## src/hw/glue_pkg.sv

```systemverilog
// Package with constants and carrier types for the host I/O port glue.
package glue_pkg;

  // ************************************************************
  // Address windows
  // ************************************************************
  localparam logic [9:0] io_base_0      = 10'h300;
  localparam logic [9:0] io_base_1      = 10'h320;
  localparam logic [9:0] io_base_2      = 10'h340;
  localparam logic [9:0] io_base_3      = 10'h360;
  localparam int         window_lsb     = 5;
  localparam logic [4:0] reg_off_lo     = 5'h00;
  localparam logic [4:0] reg_off_hi     = 5'h0f;
  localparam logic [4:0] data_off_lo    = 5'h10;
  localparam logic [4:0] data_off_hi    = 5'h17;
  localparam logic [4:0] reset_off_lo   = 5'h18;
  localparam logic [4:0] reset_off_hi   = 5'h1f;
  localparam logic [5:0] rom_win_0      = 6'h32;
  localparam logic [5:0] rom_win_1      = 6'h33;
  localparam logic [5:0] rom_win_2      = 6'h34;
  localparam logic [5:0] rom_win_3      = 6'h35;

  // ************************************************************
  // Depths
  // ************************************************************
  localparam int         buf_depth      = 2;

  // One word moving between the port latch and the host side.
  typedef struct packed
  {
    logic [15:0] data;
  } port_word_type;

endpackage : glue_pkg

```

## src/hw/isa_nic_io_port_glue.sv

```systemverilog
// Host I/O bus to network controller glue: decode, waits and acks.
//
// Overview of operation
// (RQ1) ROM enable on matching memory read
// (RQ2) Controller select only for register range
// (RQ3) Host strobes become controller slave strobes
// (RQ4) Register read not ready holds host waiting
// (RQ5) Ready acknowledge releases host wait state
// (RQ6) Data buffer faces host on register read
// (RQ7) Register write completes on write strobe
// (RQ8) Cycle ends when host drops address
// (RQ9) Host writes five setup registers first
// (RQ10) Sixteen-bit values go as two bytes
// (RQ11) Bus request loops straight to grant
// (RQ12) Address strobe latches local address
// (RQ13) Remote read loads port latch
// (RQ14) Early data port read makes host wait
// (RQ15) Data port read with request acknowledges
// (RQ16) Data port write with request acknowledges
// (RQ17) Remote write moves latch into RAM
// (RQ18) Receive writes FIFO data into RAM
// (RQ19) Transmit reads RAM into controller FIFO
// (RQ20) Two jumpers choose I/O base
// (RQ21) ROM jumper makes base jumpers choose ROM
// (RQ22) Interrupt goes to one of four lines
// (RQ23) Window relocatable to four bases
// (RQ24) Window split registers, data, reset port; reset offsets decode as data here
// (RQ25) Ready pin released unless holding wait
// (RQ26) Register and data decodes never overlap
`timescale 1ns/1ps
`default_nettype none
module isa_nic_io_port_glue
(
  input  wire logic        clk,               // 40 MHz clock.
  input  wire logic        rst_n,             // Synchronous reset.
  // Host side.
  input  wire logic [19:0] sys_addr,          // Host address.
  input  wire logic        host_io_read_n,    // Host I/O read strobe.
  input  wire logic        host_io_write_n,   // Host I/O write strobe.
  input  wire logic        sys_mem_read_cmd_n,// Host memory read command.
  input  wire logic        sys_aen,           // Host DMA owns the bus.
  input  wire logic [15:0] host_data_in,      // Host data bus in.
  output logic      [15:0] host_data_out,     // Host data bus out.
  output logic             host_data_oe,      // Drive host data bus.
  output logic             iochrdy_out,       // Ready pin level.
  output logic             iochrdy_oe,        // Ready pin driven.
  output logic      [3:0]  irq_out,           // Lines 9,3,4,5.
  output logic             boot_rom_enable_n, // ROM and its buffer.
  // Configuration.
  input  wire logic        base_sel_hi,       // Base jumper high, on = 0.
  input  wire logic        base_sel_lo,       // Base jumper low, on = 0.
  input  wire logic        rom_addr_jumper,   // High: jumpers pick ROM.
  input  wire logic [1:0]  irq_base_jumper_block, // Interrupt line pick.
  // Controller side.
  output logic             nic_cs_n,          // Controller select.
  output logic      [3:0]  nic_reg_addr,      // Register address.
  output logic             slave_read_n,      // Slave read strobe.
  output logic             slave_write_n,     // Slave write strobe.
  input  wire logic        slave_ack_n,       // Slave acknowledge.
  output logic             reg_buf_to_host,   // Byte buffer toward host.
  output logic             reg_buf_oe,        // Byte buffer enabled.
  input  wire logic        local_bus_request, // Controller bus request.
  output logic             local_bus_grant,   // Grant to controller.
  input  wire logic        address_latch_strobe, // Local address strobe.
  input  wire logic [15:0] local_ad,          // Muxed address/data.
  output logic      [13:0] ram_addr,          // Latched RAM address.
  input  wire logic        mem_read_n,        // Local memory read.
  input  wire logic        mem_write_n,       // Local memory write.
  output logic             ram_oe_n,          // RAM output enable.
  output logic             ram_we_n,          // RAM write enable.
  input  wire logic        port_write_strobe, // Load read-side latch.
  input  wire logic        port_read_strobe,  // Drive write-side latch.
  input  wire logic        port_request,      // Port has data or room.
  output logic             port_read_ack,     // Port read ack.
  output logic             port_write_ack,    // Port write ack.
  output logic      [15:0] port_to_ram,       // Write-side latch data.
  output logic             port_to_ram_oe,    // Latch drives local bus.
  input  wire logic        nic_int            // Controller interrupt.
);

  // ************************************************************
  // Pin synchronisers
  // ************************************************************
  // Pins pass three flops; a level counts once stages two and three agree.
  localparam int n_sync = 2;
  logic [n_sync-1:0] raw;
  logic [n_sync-1:0] s1;
  logic [n_sync-1:0] s2;
  logic [n_sync-1:0] s3;
  logic [n_sync-1:0] pin;

  assign raw = {address_latch_strobe, port_write_strobe};

  always_ff @(posedge clk)
  begin
    if (!rst_n)
    begin
      s1 <= '0;
      s2 <= '0;
      s3 <= '0;
    end
    else
    begin
      s1 <= raw;
      s2 <= s1;
      s3 <= s2;
    end
  end

  genvar g;
  generate
    for (g = 0; g < n_sync; g++)
    begin : g_filt
      always_ff @(posedge clk)
      begin
        if (!rst_n)
        begin
          pin[g] <= 1'b0;
        end
        else if (s2[g] == s3[g])
        begin
          pin[g] <= s3[g];
        end
      end
    end
  endgenerate

  logic ads_q;
  logic pwr_q;
  logic ads_prev;

  assign ads_q     = pin[1];
  assign pwr_q     = pin[0];

  // ************************************************************
  // Address decode
  // ************************************************************
  function automatic logic [9:0] base_of(input logic [1:0] sel);
    case (sel)
      2'b00:   base_of = glue_pkg::io_base_0;
      2'b01:   base_of = glue_pkg::io_base_1;
      2'b10:   base_of = glue_pkg::io_base_2;
      default: base_of = glue_pkg::io_base_3;
    endcase
  endfunction : base_of

  function automatic logic in_range(input logic [4:0] off,
                                    input logic [4:0] lo,
                                    input logic [4:0] hi);
    in_range = (off >= lo) && (off <= hi);
  endfunction : in_range

  logic [1:0] base_sel;
  logic       in_window;
  logic [4:0] offset;
  logic       reg_hit;
  logic       data_hit;

  assign base_sel  = {base_sel_hi, base_sel_lo}; // RQ20
  assign in_window = !sys_aen &&
    (sys_addr[9:glue_pkg::window_lsb] ==
     base_of(base_sel)[9:glue_pkg::window_lsb]); // RQ23
  assign offset    = sys_addr[4:0];
  assign reg_hit   = in_window &&
    in_range(offset, glue_pkg::reg_off_lo, glue_pkg::reg_off_hi); // RQ24
  // Reset-port offsets decode to the data path as well.
  assign data_hit  = in_window && !reg_hit &&
    in_range(offset, glue_pkg::data_off_lo, glue_pkg::reset_off_hi); // RQ26

  // ************************************************************
  // Register path
  // ************************************************************
  logic rd_strobe;
  logic wr_strobe;
  assign rd_strobe = !host_io_read_n;
  assign wr_strobe = !host_io_write_n;

  always_comb
  begin
    nic_cs_n        = !(reg_hit && (rd_strobe || wr_strobe)); // RQ2 RQ8
    nic_reg_addr    = sys_addr[3:0]; // RQ2
    slave_read_n    = !(reg_hit && rd_strobe); // RQ3
    slave_write_n   = !(reg_hit && wr_strobe); // RQ3 RQ7
    reg_buf_oe      = reg_hit && (rd_strobe || wr_strobe);
    reg_buf_to_host = reg_hit && rd_strobe; // RQ6
  end

  // ************************************************************
  // Ready line
  // ************************************************************
  logic wait_reg;
  logic wait_port;
  assign wait_reg  = reg_hit && rd_strobe && slave_ack_n; // RQ4 RQ5
  assign wait_port = data_hit && rd_strobe && !port_request; // RQ14

  always_comb
  begin
    iochrdy_out = 1'b0;
    iochrdy_oe  = wait_reg || wait_port; // RQ25
  end

  // ************************************************************
  // Data port acknowledges and host-side buffer
  // ************************************************************
  assign port_read_ack  = data_hit && rd_strobe && port_request; // RQ15
  assign port_write_ack = data_hit && wr_strobe && port_request; // RQ16

  // Read-side latch loads on the rising edge of the port write strobe.
  logic                    pwr_prev;
  logic                    load_pulse;
  glue_pkg::port_word_type rd_latch;
  glue_pkg::port_word_type ad_word;
  glue_pkg::port_word_type head;
  logic                    head_valid;
  logic                    buf_ready;
  logic                    pop;
  logic                    port_read_ack_prev;

  always_ff @(posedge clk)
  begin
    if (!rst_n)
    begin
      pwr_prev  <= 1'b0;
      port_read_ack_prev <= 1'b0;
      ads_prev  <= 1'b0;
    end
    else
    begin
      pwr_prev  <= pwr_q;
      port_read_ack_prev <= port_read_ack;
      ads_prev  <= ads_q;
    end
  end

  assign load_pulse = pwr_q && !pwr_prev; // RQ13

  always_ff @(posedge clk)
  begin
    if (!rst_n)
    begin
      rd_latch <= '0;
    end
    else if (load_pulse)
    begin
      rd_latch.data <= local_ad; // RQ13
    end
  end

  // A word leaves the buffer when the host read acknowledge ends.
  assign pop = port_read_ack_prev && !port_read_ack;
  // The buffer takes the bus word itself, as the latch loads on that edge.
  assign ad_word = '{data: local_ad};

  word_buffer i_word_buffer
  (
    .clk       (clk),
    .rst_n     (rst_n),
    .in_word   (ad_word),
    .in_valid  (load_pulse),
    .in_ready  (buf_ready),
    .out_word  (head),
    .out_valid (head_valid),
    .out_ready (pop)
  );

  always_ff @(posedge clk)
  begin
    if (!rst_n)
    begin
      host_data_out <= '0;
    end
    else
    begin
      host_data_out <= head_valid ? head.data : rd_latch.data; // RQ15
    end
  end

  assign host_data_oe = port_read_ack; // RQ15

  // Write-side latch captures host data while the write ack stands.
  always_ff @(posedge clk)
  begin
    if (!rst_n)
    begin
      port_to_ram <= '0;
    end
    else if (port_write_ack)
    begin
      port_to_ram <= host_data_in; // RQ16
    end
  end

  assign port_to_ram_oe = port_read_strobe; // RQ17

  // ************************************************************
  // Local bus
  // ************************************************************
  assign local_bus_grant = local_bus_request; // RQ11

  always_ff @(posedge clk)
  begin
    if (!rst_n)
    begin
      ram_addr <= '0;
    end
    else if (ads_q && !ads_prev)
    begin
      ram_addr <= local_ad[13:0]; // RQ12
    end
  end

  // RAM strobes follow the controller; receive, remote write and transmit.
  assign ram_we_n = mem_write_n; // RQ17 RQ18
  assign ram_oe_n = mem_read_n; // RQ13 RQ19

  // ************************************************************
  // Boot ROM and interrupt routing
  // ************************************************************
  function automatic logic [5:0] rom_win(input logic [1:0] sel);
    case (sel)
      2'b00:   rom_win = glue_pkg::rom_win_0;
      2'b01:   rom_win = glue_pkg::rom_win_1;
      2'b10:   rom_win = glue_pkg::rom_win_2;
      default: rom_win = glue_pkg::rom_win_3;
    endcase
  endfunction : rom_win

  assign boot_rom_enable_n = !(!sys_mem_read_cmd_n && rom_addr_jumper &&
    (sys_addr[19:14] == rom_win(base_sel))); // RQ1 RQ21

  always_comb
  begin
    irq_out = 4'h0;
    irq_out[irq_base_jumper_block] = nic_int; // RQ22
  end

  // ************************************************************
  // Unused buffer status
  // ************************************************************
  logic unused;
  assign unused = buf_ready;

endmodule : isa_nic_io_port_glue
`default_nettype wire

```

## src/hw/word_buffer.sv

```systemverilog
// Two-entry word buffer with valid and ready on both sides.
`timescale 1ns/1ps
`default_nettype none
module word_buffer
(
  input  wire logic                   clk,      // System clock.
  input  wire logic                   rst_n,    // Synchronous reset.
  input  wire glue_pkg::port_word_type in_word,  // Word in.
  input  wire logic                   in_valid, // Word in is valid.
  output logic                        in_ready, // Room for a word.
  output glue_pkg::port_word_type     out_word, // Oldest word, registered.
  output logic                        out_valid,// Oldest word present.
  input  wire logic                   out_ready // Drain side takes it.
);

  glue_pkg::port_word_type mem [glue_pkg::buf_depth];
  logic                    wr_ptr;
  logic                    rd_ptr;
  logic [1:0]              count;
  logic                    push;
  logic                    pop;

  assign in_ready  = (count != 2'(glue_pkg::buf_depth));
  assign out_valid = (count != 2'h0);
  assign push      = in_valid & in_ready;
  assign pop       = out_valid & out_ready;

  always_ff @(posedge clk)
  begin
    if (push)
    begin
      mem[wr_ptr] <= in_word;
    end
  end

  always_ff @(posedge clk)
  begin
    if (!rst_n)
    begin
      wr_ptr <= 1'b0;
      rd_ptr <= 1'b0;
      count  <= 2'h0;
    end
    else
    begin
      if (push)
      begin
        wr_ptr <= ~wr_ptr;
      end
      if (pop)
      begin
        rd_ptr <= ~rd_ptr;
      end
      count <= 2'(count + {1'b0, push} - {1'b0, pop});
    end
  end

  // The head word is held in a flop so the host data pins see no glitch.
  always_ff @(posedge clk)
  begin
    if (!rst_n)
    begin
      out_word <= '0;
    end
    else if (pop && count == 2'h2)
    begin
      out_word <= mem[~rd_ptr];
    end
    else if (push && (count == 2'h0 || (pop && count == 2'h1)))
    begin
      out_word <= in_word;
    end
    else if (count != 2'h0)
    begin
      out_word <= mem[rd_ptr];
    end
  end

endmodule : word_buffer
`default_nettype wire

```

## config.mk

```make
export PLATFORM = sky130hd
export DESIGN_NAME = isa_nic_io_port_glue
export DESIGN_NICKNAME = d
export VERILOG_FILES = /design/src/hw/glue_pkg.sv /design/src/hw/isa_nic_io_port_glue.sv /design/src/hw/word_buffer.sv
export SDC_FILE = /design/constraint.sdc
export NUM_CORES = 1
export LEC_CHECK = 0
export BUFFER_PORTS_ARGS = -buffer_cell sky130_fd_sc_hd__clkbuf_2
export CAP_MARGIN = 30
export CELL_PAD_IN_SITES_DETAIL_PLACEMENT = 0
export CELL_PAD_IN_SITES_GLOBAL_PLACEMENT = 1
export CORE_MARGIN = 2
export CORE_UTILIZATION = 41
export CTS_BUF_LIST = sky130_fd_sc_hd__clkbuf_8
export DETAILED_ROUTE_END_ITERATION = 10
export PLACE_DENSITY_LB_ADDON = 0.1
export RECOVER_POWER = 100
export REMOVE_ABC_BUFFERS = 1
export SYNTH_ARGS = -nofsm -noshare
export SYNTH_HDL_FRONTEND = slang
export SYNTH_SLANG_ARGS = --single-unit
```

## constraint.sdc

```tcl
create_clock -name clk -period 3.1 [get_ports clk]
set_input_delay 0.465 -clock clk [delete_from_list [all_inputs] [get_ports clk]]
set_output_delay 0.465 -clock clk [all_outputs]
set_load 0.05 [all_outputs]
```

==> flow_metrics.tcl, run 1 <==
set metrics [dict create \
    status "completed" \
    drt-initial-drc-count 217 \
    gp_congestion 0.759 \
    numCtsBuffers 17 \
    fillCellCount 1264 \
    syn_area_sq_mm 0.00536 \
    setup_ws_ns 0.556 \
    drc_errors 0 \
    ys.flop_type "dfxtp_1" \
    drive_gt1_share_pct 16.1 \
    rrSetupSlack_ns 0.56 \
    cp_data_required_time_ns 3.41 \
    layout_common_cells "nand2_1, dfxtp_1, clkbuf_1" \
    setup_viol 0 \
    ys_ff_latch 126 \
    synth_edf_count 32 \
    ir_worst_vdd_uv 218 \
    postSynth.asyncResetShare_pct 0 \
    holdBufCountCts 0 \
    mostFrequentLayoutCell "nand2_1" \
    p_per_area_mw_per_mm2 485 \
    min_period_ns 2.54 \
    row_count 41 \
    seq_area_sq_mm 0.00284 \
    ys_warn_count 0 \
    viasPerCell 5.03 \
    ant_nets 0 \
    wire_per_inst_um 15.5 \
    start_util_pct 42.3 \
    post_cts_buffers 0 \
    cts_tree "done" \
    hold_violations 0 \
    setup.worst_path.class "reg2reg" \
    grt_max_degree 66 \
    numPortBuffers 119 \
    antenna_cells 0 \
    p_leak_uw 0.00221 \
    tightest_slew_ns 1.22 \
    hold_path_class "in2reg" \
    grt_pass1_vias 4143 \
    rr_worst_depth 6 \
    syn_inst 539 \
    multi_input_comb_area_sq_mm 0.00222 \
    clk_latency_ns 0.43 \
    die_area_sq_mm 0.0140 \
    postSynthAreaPerCell_sq_um 9.94 \
    grt_remaining_overflow 0 \
    track_usage_pct 19.3 \
    coreArea_sq_mm 0.0127 \
    whs_path_depth 2 \
    slew_headroom_pct 18.8 \
    clock-root-buffer "clkbuf_8" \
    final_core_util_pct 48.9 \
    cts_sinks 126 \
    drt_pass1_iterations 4 \
    htreeDepth 4 \
    fin_crit_sh_pct 82.1 \
    crit_path_max_fanout 17 \
    cts_resized 0 \
    place_inst 798 \
    startpoint_type "flop" \
    cp-end-kind "flop" \
    fmaxAchievable_ghz 0.393 \
    area_growth_pct 15.7 \
    die_h_um 118 \
    timing.hold.ws_ns 0.244 \
    wl_mm 12.9 \
    antenna_found_initial 0 \
    tns_ns 0 \
    finalMaxSlewViolations 0 \
    final_cells 830 \
    clk_pin_slew_ns 0.07 \
    finClkSkew_ns 0.00700 \
    critPathArrivalTime_ns 2.85 \
    rsz0062_at_grt "false" \
    grt_pass1_wl_mm 21.0 \
    hpwl_mm 8.20 \
    ctsLongestPathBuffers 2 \
    seq_area_frac_synth_pct 53.1 \
    ys_types 45 \
    num_vias 4175 \
    io_pins 141 \
    die_w_um 118 \
    nets 719 \
    cap_violations 0 \
    dp_slack_ns 0.654 \
]
[state kept, by name, summed over array words and instances (netlist names), 2 cells and up, named ones only]
register / flops
i_word_buffer.count: 2
ram_addr: 14
s3: 2
i_word_buffer.out_word: 16
i_word_buffer.mem: 32
host_data_out: 16
s2: 2
port_to_ram: 16
s1: 2
rd_latch: 16
[synthesized netlist by cell type, types with 5 or more instances]
library cell	count	area (sq um)
nor4b_1	5	43.8
a221oi_1	6	52.6
o21ai_0	18	90.1
or3_1	8	50.1
nand3_1	11	55.1
nor3_1	11	55.1
a21oi_1	10	50.1
mux2_2	21	236
mux2i_1	6	60.1
clkbuf_1	19	71.3
and2_1	17	106
nand2_1	130	488
nor4_1	5	31.3
edfxtp_1	32	961
a21boi_1	9	67.6
a221oi_2	9	135
dfxtp_1	94	1880
buf_2	8	40.0
inv_1	6	22.5
nor2b_1	10	62.6
buf_4	13	97.6
a21boi_0	55	413
[area by class of cell]
type,instances,area share (%)
sequential,126,45.9
timing repair buffer,130,9.11
tap,172,3.47
clock buffer,17,3.78
clock inverter,15,1.47
inverter,7,0.444
multi-input combinational,363,35.8
[cells by family after synthesis]
logic type | Yosys count | synth area share [%]
mux | 27 | 5.54
buf+inv | 50 | 4.77
other cells | 1 | 0.0700
flops | 126 | 53.1
simple gates | 213 | 18.7
compound gates | 114 | 16.4
fa+ha+maj | 2 | 0.467
xor+xnor | 6 | 0.981
[power breakdown]
| part | switching (uW) | internal, uW | leakage (uW) |
|---|---|---|---|
| logic | 71.8 | 49.6 | 0.000974 |
| clock network | 589 | 600 | 0.000194 |
| registers | 2.89 | 1690 | 0.00105 |
| total | 664 | 2340 | 0.00221 |
[worst max-delay path: stages (launching register included)]
cell and delay (ns):
dfxtp_1 0.39, nor2b_1 0.14, clkbuf_1 0.82, nor2_2 0.29, clkbuf_1 0.36, a221oi_1 0.32
a21oi_1 0.10
[stage by stage]
step / power, uW / instance area [sq um]
2_1_floorplan: 1780 / 5130
3_3_place_gp: 1860 / 6030
3_5_place_dp: 1860 / 6030
4_1_cts: 3060 / 6350
5_1_grt: 3140 / 6190
6_report: 3000 / 6190
[routing by layer]
layer	vias to the layer above	routed length [um]	GRT usage [%]
met3	8	934	6.52
met5	-	0	0
li1	2072	-	-
met2	138	6190	29.8
met4	0	82	7.38
met1	1957	5640	24.9
[path summary, 6_finish.rpt]
kind                                                 end                  from
setup / recovery  i_word_buffer.out_word[0]$_SDFFE_PN0P_    pwr_q$_SDFFE_PN0N_
hold / removal                          s1[1]$_SDFF_PN0_  address_latch_strobe
hold reg to reg                         s2[0]$_SDFF_PN0_      s1[0]$_SDFF_PN0_
setup reg to reg  i_word_buffer.out_word[0]$_SDFFE_PN0P_    pwr_q$_SDFFE_PN0N_
(Power assumes the default switching activity.)
==> run 2, diff against run 1 <==
==> constraint.sdc (replaced) <==
create_clock -name clk -period 2.5 [get_ports clk]
set_input_delay 0.375 -clock clk [delete_from_list [all_inputs] [get_ports clk]]
set_output_delay 0.375 -clock clk [all_outputs]
set_load 0.05 [all_outputs]
==> run 2 against run 1 <==
  * Setup slack lost 0.31 ns
  * Via count increased by 2.1%
  * Power rose by 27%
  * Sequential cell count did not move
  * Largest power group unchanged
  * Cell area grew 1.8%
  * Wire length is 2.6% higher
  * Critical path depth did not move
  * Clock skew increased by 0.0048 ns
  * Critical path type is now in2out
==> flow_metrics.tcl, run 2 (synthesis results as in run 1) <==
set metrics [dict create \
    hpwl_mm 8.51 \
    coreArea_sq_mm 0.0127 \
    p_switching_uw 858 \
    setup_ws_ns 0.244 \
    dp_slack_ns 0.289 \
    pwr-share-comb_pct 4.1 \
    io_pins 141 \
    fmaxAchievable_ghz 0.443 \
    min_from "address_latch_strobe" \
    rsz0062_at_grt "false" \
    clock-root-buffer "clkbuf_8" \
    hold_violations 0 \
    largest_reg_flops 32 \
    swShare_pct 22.5 \
    viasPerCell 5.08 \
    post_cts_buffers 0 \
    grt_pass1_wl_mm 21.5 \
    seqPwrFrac_pct 55.0 \
    drc_errors 0 \
    grt_pass1_vias 4364 \
    start_util_pct 42.3 \
    holdBufCountCts 0 \
    wire_per_inst_um 15.7 \
    cp_data_required_time_ns 2.12 \
    clk_latency_ns 0.44 \
    topRoutingLayerUsed "met4" \
    largest-register "i_word_buffer.mem" \
    die_area_sq_mm 0.0140 \
    finClkSkew_ns 0.0118 \
    drt_pass1_iterations 4 \
    grt_max_degree 43 \
    whs_path_depth 2 \
    place_inst 808 \
    hold_end "s1[1]$_SDFF_PN0_" \
    dr_wl_met3_um 946 \
    die_h_um 118 \
    ctsLongestPathBuffers 2 \
    cts_tree "done" \
    wl_met2_mm 6.09 \
    area_growth_pct 17.7 \
    cts_resized 0 \
    numPortBuffers 119 \
    ir_worst_vdd_uv 258 \
    p_leak_uw 0.00228 \
    cap_violations 0 \
    placed_cell_area_sq_mm 0.00611 \
    setup.worst_path.class "in2out" \
    row_count 41 \
    cts_sinks 126 \
    layout_common_cells "nand2_1, dfxtp_1, clkbuf_1" \
    cp-end-kind "primary output" \
    setup_viol 0 \
    final_core_util_pct 49.7 \
    drt-met1-wl_mm 5.93 \
    p_int_uw 2960 \
    drive_gt1_share_pct 17.8 \
    critPathArrivalTime_ns 1.88 \
    power_frac_clock_pct 41.0 \
    numCtsBuffers 17 \
    nets 729 \
    clk_pin_slew_ns 0.06 \
    antenna_cells 0 \
    grt_remaining_overflow 0 \
    startpoint_type "input pin" \
    mostFrequentLayoutCell "nand2_1" \
    status "completed" \
    final_cells 839 \
    fin_crit_sh_pct 90.2 \
    tightest_slew_ns 1.14 \
    crit_path_max_fanout 17 \
    r2r-end "i_word_buffer.out_word[3]$_SDFFE_PN0P_" \
    wl_mm 13.2 \
    p_per_area_mw_per_mm2 606 \
    final_area_sq_mm 0.00630 \
    finalMaxSlewViolations 0 \
    fillCellCount 1245 \
    slew_headroom_pct 24.1 \
    r2r_start "pwr_q$_SDFFE_PN0N_" \
    drt-initial-drc-count 218 \
    rrSetupSlack_ns 0.31 \
    rr_worst_depth 7 \
    min_period_ns 2.26 \
    track_usage_pct 19.5 \
    ant_nets 0 \
    antenna_found_initial 0 \
    htreeDepth 4 \
    cp-startpoint "base_sel_hi" \
    hold_path_class "in2reg" \
    die_w_um 118 \
    num_vias 4262 \
    gp_congestion 0.773 \
]
run 2: cell types whose count changed in the layout (fill, tap and decap cells not counted), sizes merged:
cell | before | now
clkinv | 10 | 7
inv | 11 | 10
clkbuf | 141 | 146
buf | 6 | 13
clkinvlp | 0 | 1
run 2: through the flow:
step           hold slack (ns)  setup TNS (ns)  total power, uW
5_1_grt                  0.132               0             3980
4_1_cts                  0.119               0             3870
2_1_floorplan            0.412           -2.23             2200
3_3_place_gp             0.419               0             2300
3_5_place_dp             0.425               0             2310
6_report                 0.151               0             3820
run 2: power by group through the flow:
stage / clock network (uW) / logic [uW] / registers [uW]
after global routing: 1710 / 169 / 2100
after CTS: 1610 / 162 / 2100
after detailed placement: 0 / 161 / 2140
final: 1570 / 155 / 2100
after floorplan: 0 / 55.9 / 2150
after global placement: 0 / 158 / 2140
run 2: critical path, cell delays in order:
cell and delay (ns):
clkbuf_2 0.10, xnor2_1 0.25, nand3_1 0.19, or3_1 0.39
inv_2 0.24, clkbuf_2 0.33
run 2: area by class of cell:
cell class	count	area (sq um)	share of cell area [%]
Sequential cell	126	2840	45.1
Multi-Input combinational cell	363	2230	35.4
Timing Repair Buffer	140	646	10.2
Clock buffer	19	262	4.15
Tap cell	172	215	3.41
Clock inverter	12	81.3	1.29
Inverter	7	26.3	0.417
run 2: worst max path at each step:
stage	to	slack [ns]
6_report	port_write_ack	0.24
5_1_grt	port_write_ack	0.12
4_1_cts	port_write_ack	0.26
3_5_place_dp	port_write_ack	0.29
3_3_place_gp	port_write_ack	0.31
2_1_floorplan	host_data_oe	-0.74
run 2: per-layer routing:
layer,global-route usage (%),vias up
met5,0,-
met4,8.43,0
met3,6.37,21
met2,31.0,144
met1,24.3,2006
li1,-,2091
